File: src/tmr_defs.vh
`ifndef TMR_DEFS_VH
`define TMR_DEFS_VH
// register indices (byte address = index * 4)
`define TMR_IDX_CAH 4'h0
`define TMR_IDX_CAL 4'h1
`define TMR_IDX_CBH 4'h2
`define TMR_IDX_CBL 4'h3
`define TMR_IDX_CCH 4'h4
`define TMR_IDX_CCL 4'h5
`define TMR_IDX_FH 4'h6
`define TMR_IDX_FL 4'h7
`define TMR_IDX_CAX 4'h8
`define TMR_IDX_CBX 4'h9
`define TMR_IDX_CCX 4'hA
`define TMR_IDX_FX 4'hB
`define TMR_IDX_CTL 4'hC
`define TMR_IDX_TRG 4'hD
`define TMR_IDX_STS 4'hE
`define TMR_IDX_CNT 4'hF
// power-on / non-end-run reset values
`define TMR_RST_CAH 8'hFF
`define TMR_RST_CAL 8'hFE
`define TMR_RST_ZERO 8'h00
`define TMR_RST_ADDR 17'h00000
// arm bit cleared when an end-trace run meets reset
`define TMR_ARM_CLR 8'hBF
// valid-word count limits
`define TMR_CNT_ZERO 4'h0
`define TMR_CNT_ONE 4'h1
`define TMR_CNT_FULL 4'h8
// writable masks of the mixed registers
`define TMR_MASK_CX 8'hE1
`define TMR_MASK_CTL 8'hF1
`define TMR_MASK_TRG 8'hCF
// field positions
`define TMR_CTL_ON 7
`define TMR_CTL_ARM 6
`define TMR_TRG_KIND 7
`define TMR_TRG_BEGIN 6
`define TMR_CX_DIR_ON 7
`define TMR_CX_DIR 6
`define TMR_CX_B16 0
// full mode trigger codes
`define TMR_TRG_AND_B 4'h5
`define TMR_TRG_ANDNOT_B 4'h6
// bus responses
`define TMR_RESP_OK 2'b00
`define TMR_RESP_SLVERR 2'b10
`endif

File: src/tmr_trace_module.v
`include "tmr_defs.vh"
module tmr_trace_module (
  input wire sys_clk,
  input wire resetn,
  input wire [5:0] s_axi_awaddr,
  input wire s_axi_awvalid,
  output wire s_axi_awready,
  input wire [31:0] s_axi_wdata,
  input wire [3:0] s_axi_wstrb,
  input wire s_axi_wvalid,
  output wire s_axi_wready,
  output reg [1:0] s_axi_bresp,
  output reg s_axi_bvalid,
  input wire s_axi_bready,
  input wire [5:0] s_axi_araddr,
  input wire s_axi_arvalid,
  output wire s_axi_arready,
  output reg [31:0] s_axi_rdata,
  output reg [1:0] s_axi_rresp,
  output reg s_axi_rvalid,
  input wire s_axi_rready,
  input wire [16:0] core_addr,
  input wire [7:0] core_data,
  input wire core_write,
  input wire core_valid,
  input wire capture_valid,
  input wire [16:0] capture_word,
  input wire capture_paged,
  output reg comp_a_match,
  output reg comp_b_match,
  output reg comp_c_match
);

  // per-bit compare: every stored bit must equal the bus bit
  function cmp_eq;
    input [7:0] stored;
    input [7:0] bus;
    begin
      cmp_eq = (stored == bus);
    end
  endfunction

  // direction and bit-16 qualifier from an extension register
  function ext_ok;
    input [7:0] ext;
    input b16;
    input wr;
    begin
      ext_ok = (ext[`TMR_CX_B16] == b16) &&
               (!ext[`TMR_CX_DIR_ON] || (ext[`TMR_CX_DIR] == wr));
    end
  endfunction

  reg [7:0] cah_r;
  reg [7:0] cal_r;
  reg [7:0] cbh_r;
  reg [7:0] cbl_r;
  reg [7:0] cch_r;
  reg [7:0] ccl_r;
  reg [7:0] cax_r;
  reg [7:0] cbx_r;
  reg [7:0] ccx_r;
  reg [7:0] ctl_r;
  reg [7:0] trg_r;
  reg [7:0] fh_r;
  reg [7:0] fl_r;
  reg [7:0] fx_r;
  reg af_r;
  reg bf_r;
  reg cf_r;
  reg [3:0] cnt_r;
  reg keep_r;
  reg aw_got_r;
  reg w_got_r;
  reg [3:0] aw_idx_r;
  reg [31:0] wd_r;
  reg [3:0] ws_r;
  reg [16:0] addr_s1_r;
  reg [16:0] addr_s2_r;
  reg [7:0] data_s1_r;
  reg [7:0] data_s2_r;
  reg wr_s1_r;
  reg wr_s2_r;
  reg vld_s1_r;
  reg vld_s2_r;

  wire full_mode = (trg_r[3:0] == `TMR_TRG_AND_B) || (trg_r[3:0] == `TMR_TRG_ANDNOT_B);
  wire armed = ctl_r[`TMR_CTL_ON] & ctl_r[`TMR_CTL_ARM];
  wire [7:0] sts = {af_r, bf_r, cf_r, 4'h0, armed};

  // write channel handshakes; a part taken before the other is latched, the write committed once both are in and strobe bit 0 is set
  assign s_axi_awready = !aw_got_r && !s_axi_bvalid;
  assign s_axi_wready = !w_got_r && !s_axi_bvalid;
  wire aw_now = aw_got_r | (s_axi_awvalid & s_axi_awready);
  wire w_now = w_got_r | (s_axi_wvalid & s_axi_wready);
  wire [3:0] wr_idx = aw_got_r ? aw_idx_r : s_axi_awaddr[5:2];
  wire [31:0] wr_dat = w_got_r ? wd_r : s_axi_wdata;
  wire [3:0] wr_stb = w_got_r ? ws_r : s_axi_wstrb;
  wire do_wr = aw_now && w_now && !s_axi_bvalid && wr_stb[0];
  wire ro_idx = (wr_idx == `TMR_IDX_FH) || (wr_idx == `TMR_IDX_FL) ||
                (wr_idx == `TMR_IDX_FX) || (wr_idx == `TMR_IDX_STS) ||
                (wr_idx == `TMR_IDX_CNT);
  wire [7:0] wv = wr_dat[7:0];

  // software arming while idle starts a new run
  wire run_start = do_wr && (wr_idx == `TMR_IDX_CTL) &&
                   wv[`TMR_CTL_ARM] && wv[`TMR_CTL_ON] &&
                   !armed;

  // core address synchroniser, two stages
  always @(posedge sys_clk) begin
    if (!resetn) begin
      addr_s1_r <= `TMR_RST_ADDR;
      addr_s2_r <= `TMR_RST_ADDR;
    end else begin
      addr_s1_r <= core_addr;
      addr_s2_r <= addr_s1_r;
    end
  end

  // core data synchroniser, two stages
  always @(posedge sys_clk) begin
    if (!resetn) begin
      data_s1_r <= `TMR_RST_ZERO;
      data_s2_r <= `TMR_RST_ZERO;
    end else begin
      data_s1_r <= core_data;
      data_s2_r <= data_s1_r;
    end
  end

  // core direction synchroniser, two stages
  always @(posedge sys_clk) begin
    if (!resetn) begin
      wr_s1_r <= 1'b0;
      wr_s2_r <= 1'b0;
    end else begin
      wr_s1_r <= core_write;
      wr_s2_r <= wr_s1_r;
    end
  end

  // core cycle strobe synchroniser, two stages
  always @(posedge sys_clk) begin
    if (!resetn) begin
      vld_s1_r <= 1'b0;
      vld_s2_r <= 1'b0;
    end else begin
      vld_s1_r <= core_valid;
      vld_s2_r <= vld_s1_r;
    end
  end

  // comparator match logic
  wire a_hit = cmp_eq(cah_r, addr_s2_r[15:8]) && cmp_eq(cal_r, addr_s2_r[7:0]) &&
               ext_ok(cax_r, addr_s2_r[16], wr_s2_r);
  wire b_hit = full_mode ? (cmp_eq(cbl_r, data_s2_r) && ext_ok(cbx_r, cbx_r[`TMR_CX_B16], wr_s2_r)) :
               (cmp_eq(cbh_r, addr_s2_r[15:8]) && cmp_eq(cbl_r, addr_s2_r[7:0]) &&
                ext_ok(cbx_r, addr_s2_r[16], wr_s2_r));
  wire c_hit = cmp_eq(cch_r, addr_s2_r[15:8]) && cmp_eq(ccl_r, addr_s2_r[7:0]) &&
               ext_ok(ccx_r, addr_s2_r[16], wr_s2_r);

  // comparator a pulse from a flip-flop
  always @(posedge sys_clk) begin
    if (!resetn) begin
      comp_a_match <= 1'b0;
    end else begin
      comp_a_match <= vld_s2_r & a_hit;
    end
  end

  // comparator b pulse from a flip-flop
  always @(posedge sys_clk) begin
    if (!resetn) begin
      comp_b_match <= 1'b0;
    end else begin
      comp_b_match <= vld_s2_r & b_hit;
    end
  end

  // comparator c pulse from a flip-flop
  always @(posedge sys_clk) begin
    if (!resetn) begin
      comp_c_match <= 1'b0;
    end else begin
      comp_c_match <= vld_s2_r & c_hit;
    end
  end

  // end-trace run marker: set while enabled with begin cleared
  always @(posedge sys_clk) begin
    if (!resetn) begin
      keep_r <= keep_r;
    end else begin
      keep_r <= ctl_r[`TMR_CTL_ON] & !trg_r[`TMR_TRG_BEGIN];
    end
  end

  // software register file
  always @(posedge sys_clk) begin
    if (!resetn && !keep_r) begin
      cah_r <= `TMR_RST_CAH;
      cal_r <= `TMR_RST_CAL;
      cbh_r <= `TMR_RST_ZERO;
      cbl_r <= `TMR_RST_ZERO;
      cch_r <= `TMR_RST_ZERO;
      ccl_r <= `TMR_RST_ZERO;
      cax_r <= `TMR_RST_ZERO;
      cbx_r <= `TMR_RST_ZERO;
      ccx_r <= `TMR_RST_ZERO;
      ctl_r <= `TMR_RST_ZERO;
      trg_r <= `TMR_RST_ZERO;
    end else if (!resetn) begin
      ctl_r <= ctl_r & `TMR_ARM_CLR; // kept contents, run ends
    end else if (do_wr && !ro_idx) begin
      case (wr_idx)
        `TMR_IDX_CAH: cah_r <= wv;
        `TMR_IDX_CAL: cal_r <= wv;
        `TMR_IDX_CBH: cbh_r <= wv;
        `TMR_IDX_CBL: cbl_r <= wv;
        `TMR_IDX_CCH: cch_r <= wv;
        `TMR_IDX_CCL: ccl_r <= wv;
        `TMR_IDX_CAX: cax_r <= wv & `TMR_MASK_CX;
        `TMR_IDX_CBX: cbx_r <= wv & `TMR_MASK_CX;
        `TMR_IDX_CCX: ccx_r <= wv & `TMR_MASK_CX;
        `TMR_IDX_CTL: ctl_r <= wv & `TMR_MASK_CTL;
        `TMR_IDX_TRG: trg_r <= wv & `TMR_MASK_TRG;
        default: cah_r <= cah_r;
      endcase
    end
  end

  // capture side: fifo words, hit flags and count, hardware only
  always @(posedge sys_clk) begin
    if (!resetn && !keep_r) begin
      fh_r <= `TMR_RST_ZERO;
      fl_r <= `TMR_RST_ZERO;
      fx_r <= `TMR_RST_ZERO;
      af_r <= 1'b0;
      bf_r <= 1'b0;
      cf_r <= 1'b0;
      cnt_r <= `TMR_CNT_ZERO;
    end else if (resetn) begin
      if (run_start) begin
        af_r <= 1'b0; // new run clears flags and count
        bf_r <= 1'b0;
        cf_r <= 1'b0;
        cnt_r <= `TMR_CNT_ZERO;
      end else if (armed) begin
        af_r <= af_r | comp_a_match;
        bf_r <= bf_r | comp_b_match;
        cf_r <= cf_r | comp_c_match;
        if (capture_valid) begin
          fh_r <= capture_word[15:8];
          fl_r <= capture_word[7:0];
          fx_r <= {capture_paged, 6'h00, capture_word[16]};
          if (cnt_r != `TMR_CNT_FULL)
            cnt_r <= cnt_r + `TMR_CNT_ONE; // saturates at fifo depth
        end
      end
    end
  end

  // write side handshake and response
  always @(posedge sys_clk) begin
    if (!resetn) begin
      aw_got_r <= 1'b0;
      w_got_r <= 1'b0;
      aw_idx_r <= 4'h0;
      wd_r <= 32'h00000000;
      ws_r <= 4'h0;
      s_axi_bvalid <= 1'b0;
      s_axi_bresp <= `TMR_RESP_OK;
    end else begin
      if (s_axi_awvalid && s_axi_awready) begin
        aw_got_r <= 1'b1;
        aw_idx_r <= s_axi_awaddr[5:2];
      end
      if (s_axi_wvalid && s_axi_wready) begin
        w_got_r <= 1'b1;
        wd_r <= s_axi_wdata;
        ws_r <= s_axi_wstrb;
      end
      if (aw_now && w_now && !s_axi_bvalid) begin
        aw_got_r <= 1'b0;
        w_got_r <= 1'b0;
        s_axi_bvalid <= 1'b1;
        s_axi_bresp <= ro_idx ? `TMR_RESP_SLVERR : `TMR_RESP_OK;
      end else if (s_axi_bvalid && s_axi_bready) begin
        s_axi_bvalid <= 1'b0;
      end
    end
  end

  // read mux over the sixteen registers
  reg [7:0] rd_byte;
  always @* begin
    case (s_axi_araddr[5:2])
      `TMR_IDX_CAH: rd_byte = cah_r;
      `TMR_IDX_CAL: rd_byte = cal_r;
      `TMR_IDX_CBH: rd_byte = cbh_r;
      `TMR_IDX_CBL: rd_byte = cbl_r;
      `TMR_IDX_CCH: rd_byte = cch_r;
      `TMR_IDX_CCL: rd_byte = ccl_r;
      `TMR_IDX_FH: rd_byte = fh_r;
      `TMR_IDX_FL: rd_byte = fl_r;
      `TMR_IDX_CAX: rd_byte = cax_r;
      `TMR_IDX_CBX: rd_byte = cbx_r;
      `TMR_IDX_CCX: rd_byte = ccx_r;
      `TMR_IDX_FX: rd_byte = fx_r;
      `TMR_IDX_CTL: rd_byte = ctl_r;
      `TMR_IDX_TRG: rd_byte = trg_r;
      `TMR_IDX_STS: rd_byte = sts;
      `TMR_IDX_CNT: rd_byte = {4'h0, cnt_r};
      default: rd_byte = 8'h00;
    endcase
  end

  // read channel: answer one cycle after address taken
  assign s_axi_arready = !s_axi_rvalid;
  always @(posedge sys_clk) begin
    if (!resetn) begin
      s_axi_rvalid <= 1'b0;
      s_axi_rdata <= 32'h00000000;
      s_axi_rresp <= `TMR_RESP_OK;
    end else if (s_axi_arvalid && s_axi_arready) begin
      s_axi_rvalid <= 1'b1;
      s_axi_rdata <= {24'h000000, rd_byte};
      s_axi_rresp <= `TMR_RESP_OK;
    end else if (s_axi_rvalid && s_axi_rready) begin
      s_axi_rvalid <= 1'b0;
    end
  end

endmodule
File: config.mk
export PLATFORM = sky130hd
export DESIGN_NAME = tmr_trace_module
export DESIGN_NICKNAME = d
export VERILOG_FILES = /design/src/tmr_trace_module.v
export VERILOG_INCLUDE_DIRS = /design/src /design/src/src
export SDC_FILE = /design/constraint.sdc
export NUM_CORES = 1
export LEC_CHECK = 0
export BUFFER_PORTS_ARGS = -buffer_cell sky130_fd_sc_hd__buf_2
export CELL_PAD_IN_SITES_DETAIL_PLACEMENT = 1
export CELL_PAD_IN_SITES_GLOBAL_PLACEMENT = 2
export CORE_UTILIZATION = 35
export CTS_BUF_LIST = sky130_fd_sc_hd__clkbuf_4 sky130_fd_sc_hd__clkbuf_8
export DETAILED_ROUTE_END_ITERATION = 8
export PLACE_DENSITY_LB_ADDON = 0.1
export REMOVE_ABC_BUFFERS = 1
export SETUP_SLACK_MARGIN = 0.3
export SLEW_MARGIN = 20
export SYNTH_ARGS = -nofsm -noshare
export SYNTH_HDL_FRONTEND = slang
export SYNTH_SLANG_ARGS = --single-unit
File: constraint.sdc
create_clock -name sys_clk -period 2.5 [get_ports sys_clk]
set_input_delay 0.5 -clock sys_clk [delete_from_list [all_inputs] [get_ports sys_clk]]
set_output_delay 0.5 -clock sys_clk [all_outputs]
set_load 0.03 [all_outputs]
==> results.md <==
Clocking:
- The clock transition at the registers of the reported paths is 0.10 ns.
- TritonCTS built the clock tree.
- The clock passes through at most 2 buffers.
- The deepest level of the CTS H-tree is 4.
- The hold-fix buffer count after cts is 0.
- In this run, CTS created clock tree buffers numbering 17.
- The tree built by TritonCTS fans out to 180 sinks.
- The tree is rooted in a clkbuf_8.
- The source-to-sink clock delay at the later pin of the worst-skew pair is 0.49 ns.

Timing:
- The final number of setup-violating endpoints is 0.
- Timing would allow up to 467.9 MHz.
- Setup repair after global routing could not meet its margin everywhere.
- The total count of max-transition violations in the final report is 0.
- The hold slack is 0.1893 ns.
- The worst-case clock skew is 0.01584 ns.
- Setup slack on the critical path of the routed design comes to 0.3627 ns.
- The worst path needs 2.137 ns of the cycle, external delays included.
- The number of hold violations in the final report is 0.
- After layout, the worst path uses 85.49% of the clock period.
- For the pin with the worst max-slew slack, the measured transition is 0.5929 ns.
- The worst slew slack as a fraction of its limit is 60.38%.

Synth:
- By area the synthesized netlist is led by dfxtp_1 43%, mux2i_1 7.6%, nand2_1 4.7%.
- In the synthesized netlist the dominant register cell turns out to be dfxtp_1.
- Of all cell types, the one taking the most synthesized area is dfxtp_1.
- The proportion of synthesized flip-flops having asynchronous set or reset is 0%.
- In this run the biggest area consumer among cell types represents 43.17% of the synthesized area.
- The post-synthesis cell count is 912.
- Counting flops with a built-in enable in the synthesized netlist gives 1.
- The share of synthesized area occupied by flip-flops and latches is 43.53%.
- After synthesis, the mean cell area works out to 9.101 um^2.
- The flop and latch count out of synthesis is 180.
- Synthesis instantiated 65 different standard cells from the library.
- Yosys instantiated no cell more often than dfxtp_1.
- The total number of yosys warnings is 0.
- Sorting the synthesized cells by how often they occur yields 179 x dfxtp_1, 103 x nand2_1, 63 x mux2i_1.
- In this run the cell area of the synthesized design comes to 8300 um^2.

Setup path:
- At the worst endpoint, the required time is 2.87 ns.
- Data on the critical path arrives at its endpoint at 2.51 ns.
- Counting both buffers and inverters, the worst setup path holds a total of 3.
- STA classifies the critical path startpoint as a flip-flop.
- The capturing element type of the critical path is a flip-flop.
- Along the worst path, the maximum fanout reaches 11.
- By instance count, the cell type seen most on the critical path is buf_4.
- The longest individual stage delay on the worst path is 0.41 ns.
- The type of the worst setup path is reg -> reg.
- The signal on the critical path passes through buf_4, mux2i_2, nand4_1, buf_4, nor4_4, buf_6, mux2i_1, nor2_1.
- On the critical path the largest part of the delay comes from buffers and inverters.
- The slowest stage of the critical path is the dfxtp_2 cell.

Cells and area:
- The final layout contains 1117 nets.
- The post-route netlist has 20.25% of its cells at a drive strength greater than 1.
- The finished layout holds 1341 standard cells, fillers aside.
- The relative area change from synthesis to final layout is 16.34%.
- The layout has 2746 filler cells.
- The finished layout cell area is 9657 um^2.

Drt:
- Wires add up to 26620 um.
- The detailed router placed 6786 vias in this run.
- The average via count per standard cell is 5.060.
- The violation count after the first detailed-route iteration is 446.
- The detailed-routing iteration count for the pre-antenna-repair pass is 4.
- The DRC violations left is 0.
- The number of nets with antenna violations after routing is 0.
- The per-cell routed wire length is 19.85 um.

Floorplan:
- The site row count is 55.
- From left edge to right edge, the die measures 156 um.
- The floorplan step defined a die boundary enclosing 24340 um^2.
- In this run the standard cell core region covers 22920 um^2.
- Measured along the y axis, the die boundary spans 156 um.
- The initial utilization of the core area, before any placement, comes to 36.22%.
- 145 I/O pins were placed.

Pwr:
- The design draws 0.005874 W.
- The static leakage is 3.866 nW.
- Across the VDD grid, the largest voltage drop is 0.3279 mV.
- The total power density per cell area is 608.3 nW/um^2.

GRT:
- The number of antenna violations at the first check in global routing came to 0.
- In this run the most used layer during global routing was met2.
- The global-route met2 utilization is 37.33%.
- The largest net degree at the start of global routing is 61.
- The met3 track demand over resource in global routing is 3.417%.
- For this run the aggregate overflow at the end of global routing stands at 0.
- The via count of the first global-routing pass was 6672.
- The first global-routing pass estimated 40100 um of wire.
- The met1 track demand over resource is 29.72%.
- The total track usage is 22.47%.

Status:
- The flow ran to the end, and the final reports show no timing, DRC or antenna violations.

Place:
- The area of placed instances is 9168 um^2.
- The total placed cells including tap cells is 1301.
- The post-placement worst setup slack is 0.1780 ns.
- Routability-driven placement finished with a final weighted congestion of 0.8724.
- The count of port buffers added during placement is 86.
- The final HPWL from detailed placement is 19830 um.

Flow run:
- Max-cap violations in this run came to 0.

Hold path:
- The path type of the worst min-delay path is in -> reg.
==> sequential cells by signal, summed over array words and instances (netlist names), 5 cells and up <==
signal,count
fh_r,8
cbl_r,8
data_s2_r,8
cch_r,8
ctl_r,5
addr_s2_r,17
cal_r,8
trg_r,6
addr_s1_r,17
ccl_r,8
data_s1_r,8
wd_r,8
cbh_r,8
cah_r,8
fl_r,8
s_axi_rdata,8
==> metal layers <==
| layer | vias to the layer above | wire length [um] |
|---|---|---|
| met1 | 3292 | 12680 |
| met3 | 30 | 883 |
| li1 | 3310 | - |
| met4 | 0 | 508 |
| met2 | 154 | 12540 |
| met5 | - | 0 |
==> through the flow <==
stage	util [%]	TNS, ns
3_5_place_dp	40.01	0
2_1_floorplan	-	-2.223
4_1_cts	41.95	0
5_1_grt	42.13	0
6_report	42.14	0
3_3_place_gp	40.01	0
==> timing repair <==
action | in CTS | in global routing
resized for setup | 3 | 1
setup endpoints to repair | 17 | 8
cloned | 0 | 0
setup buffers | 2 | 5
pin swaps | 2 | 3
==> cells by family (layout without fill, tap and decap cells) <==
logic type | after synthesis | count (layout) | share of synthesized area, %
DFF | 180 | 180 | 43.53
AOI/OAI and AO/OA | 155 | 155 | 12.23
xor gates and xnor gates | 63 | 63 | 6.648
other | 1 | 28 | 0.04518
buffers and inverters | 93 | 182 | 5.894
and+or+nand+nor | 338 | 338 | 21.31
muxes | 80 | 80 | 10.04
adders and majority gates | 2 | 2 | 0.3014
==> cells in the final DEF, fill, tap and decap left out, types with 14 or more instances in the layout <==
cell,instances
conb_1,27
xnor2_1,20
o21ai_0,33
and2_1,59
mux2_2,16
nand2_1,103
buf_4,46
clkbuf_8,17
xor2_1,43
buf_2,86
a21oi_1,50
a211oi_1,14
nand3_1,31
dfxtp_1,177
nor2_1,61
mux2i_1,62
==> area by class of cell <==
type	instances	area [um^2]	share of cell area, %
diodes	1	2.502	0.02591
clock buffers	18	241.5	2.501
clock inverters	14	182.7	1.892
inverters	13	48.80	0.5053
multi-input cells	665	4307	44.60
flip-flops and latches	180	3616	37.44
well taps	313	391.6	4.055
repair buffers	137	867.1	8.979
==> worst paths after layout <==
path | to | start | depth (start not counted) | slack (ns)
worst min register to register | addr_s2_r[8] | addr_s1_r[8] | 1 | 0.44
worst max register to register | cbh_r[7] | aw_got_r | 8 | 0.36
worst max-delay path | cbh_r[7] | aw_got_r | 8 | 0.36
worst min-delay path | s_axi_rvalid | s_axi_rready | 2 | 0.19
==> report_power, final <==
part / switching, W / leakage, nW / internal, W
Combinational: 0.000487 / 2.19 / 0.000281
Clock: 0.00129 / 0.209 / 0.000780
Sequential: 0.0000791 / 1.47 / 0.00295
No activity file was read; power rests on OpenSTA's default activity.
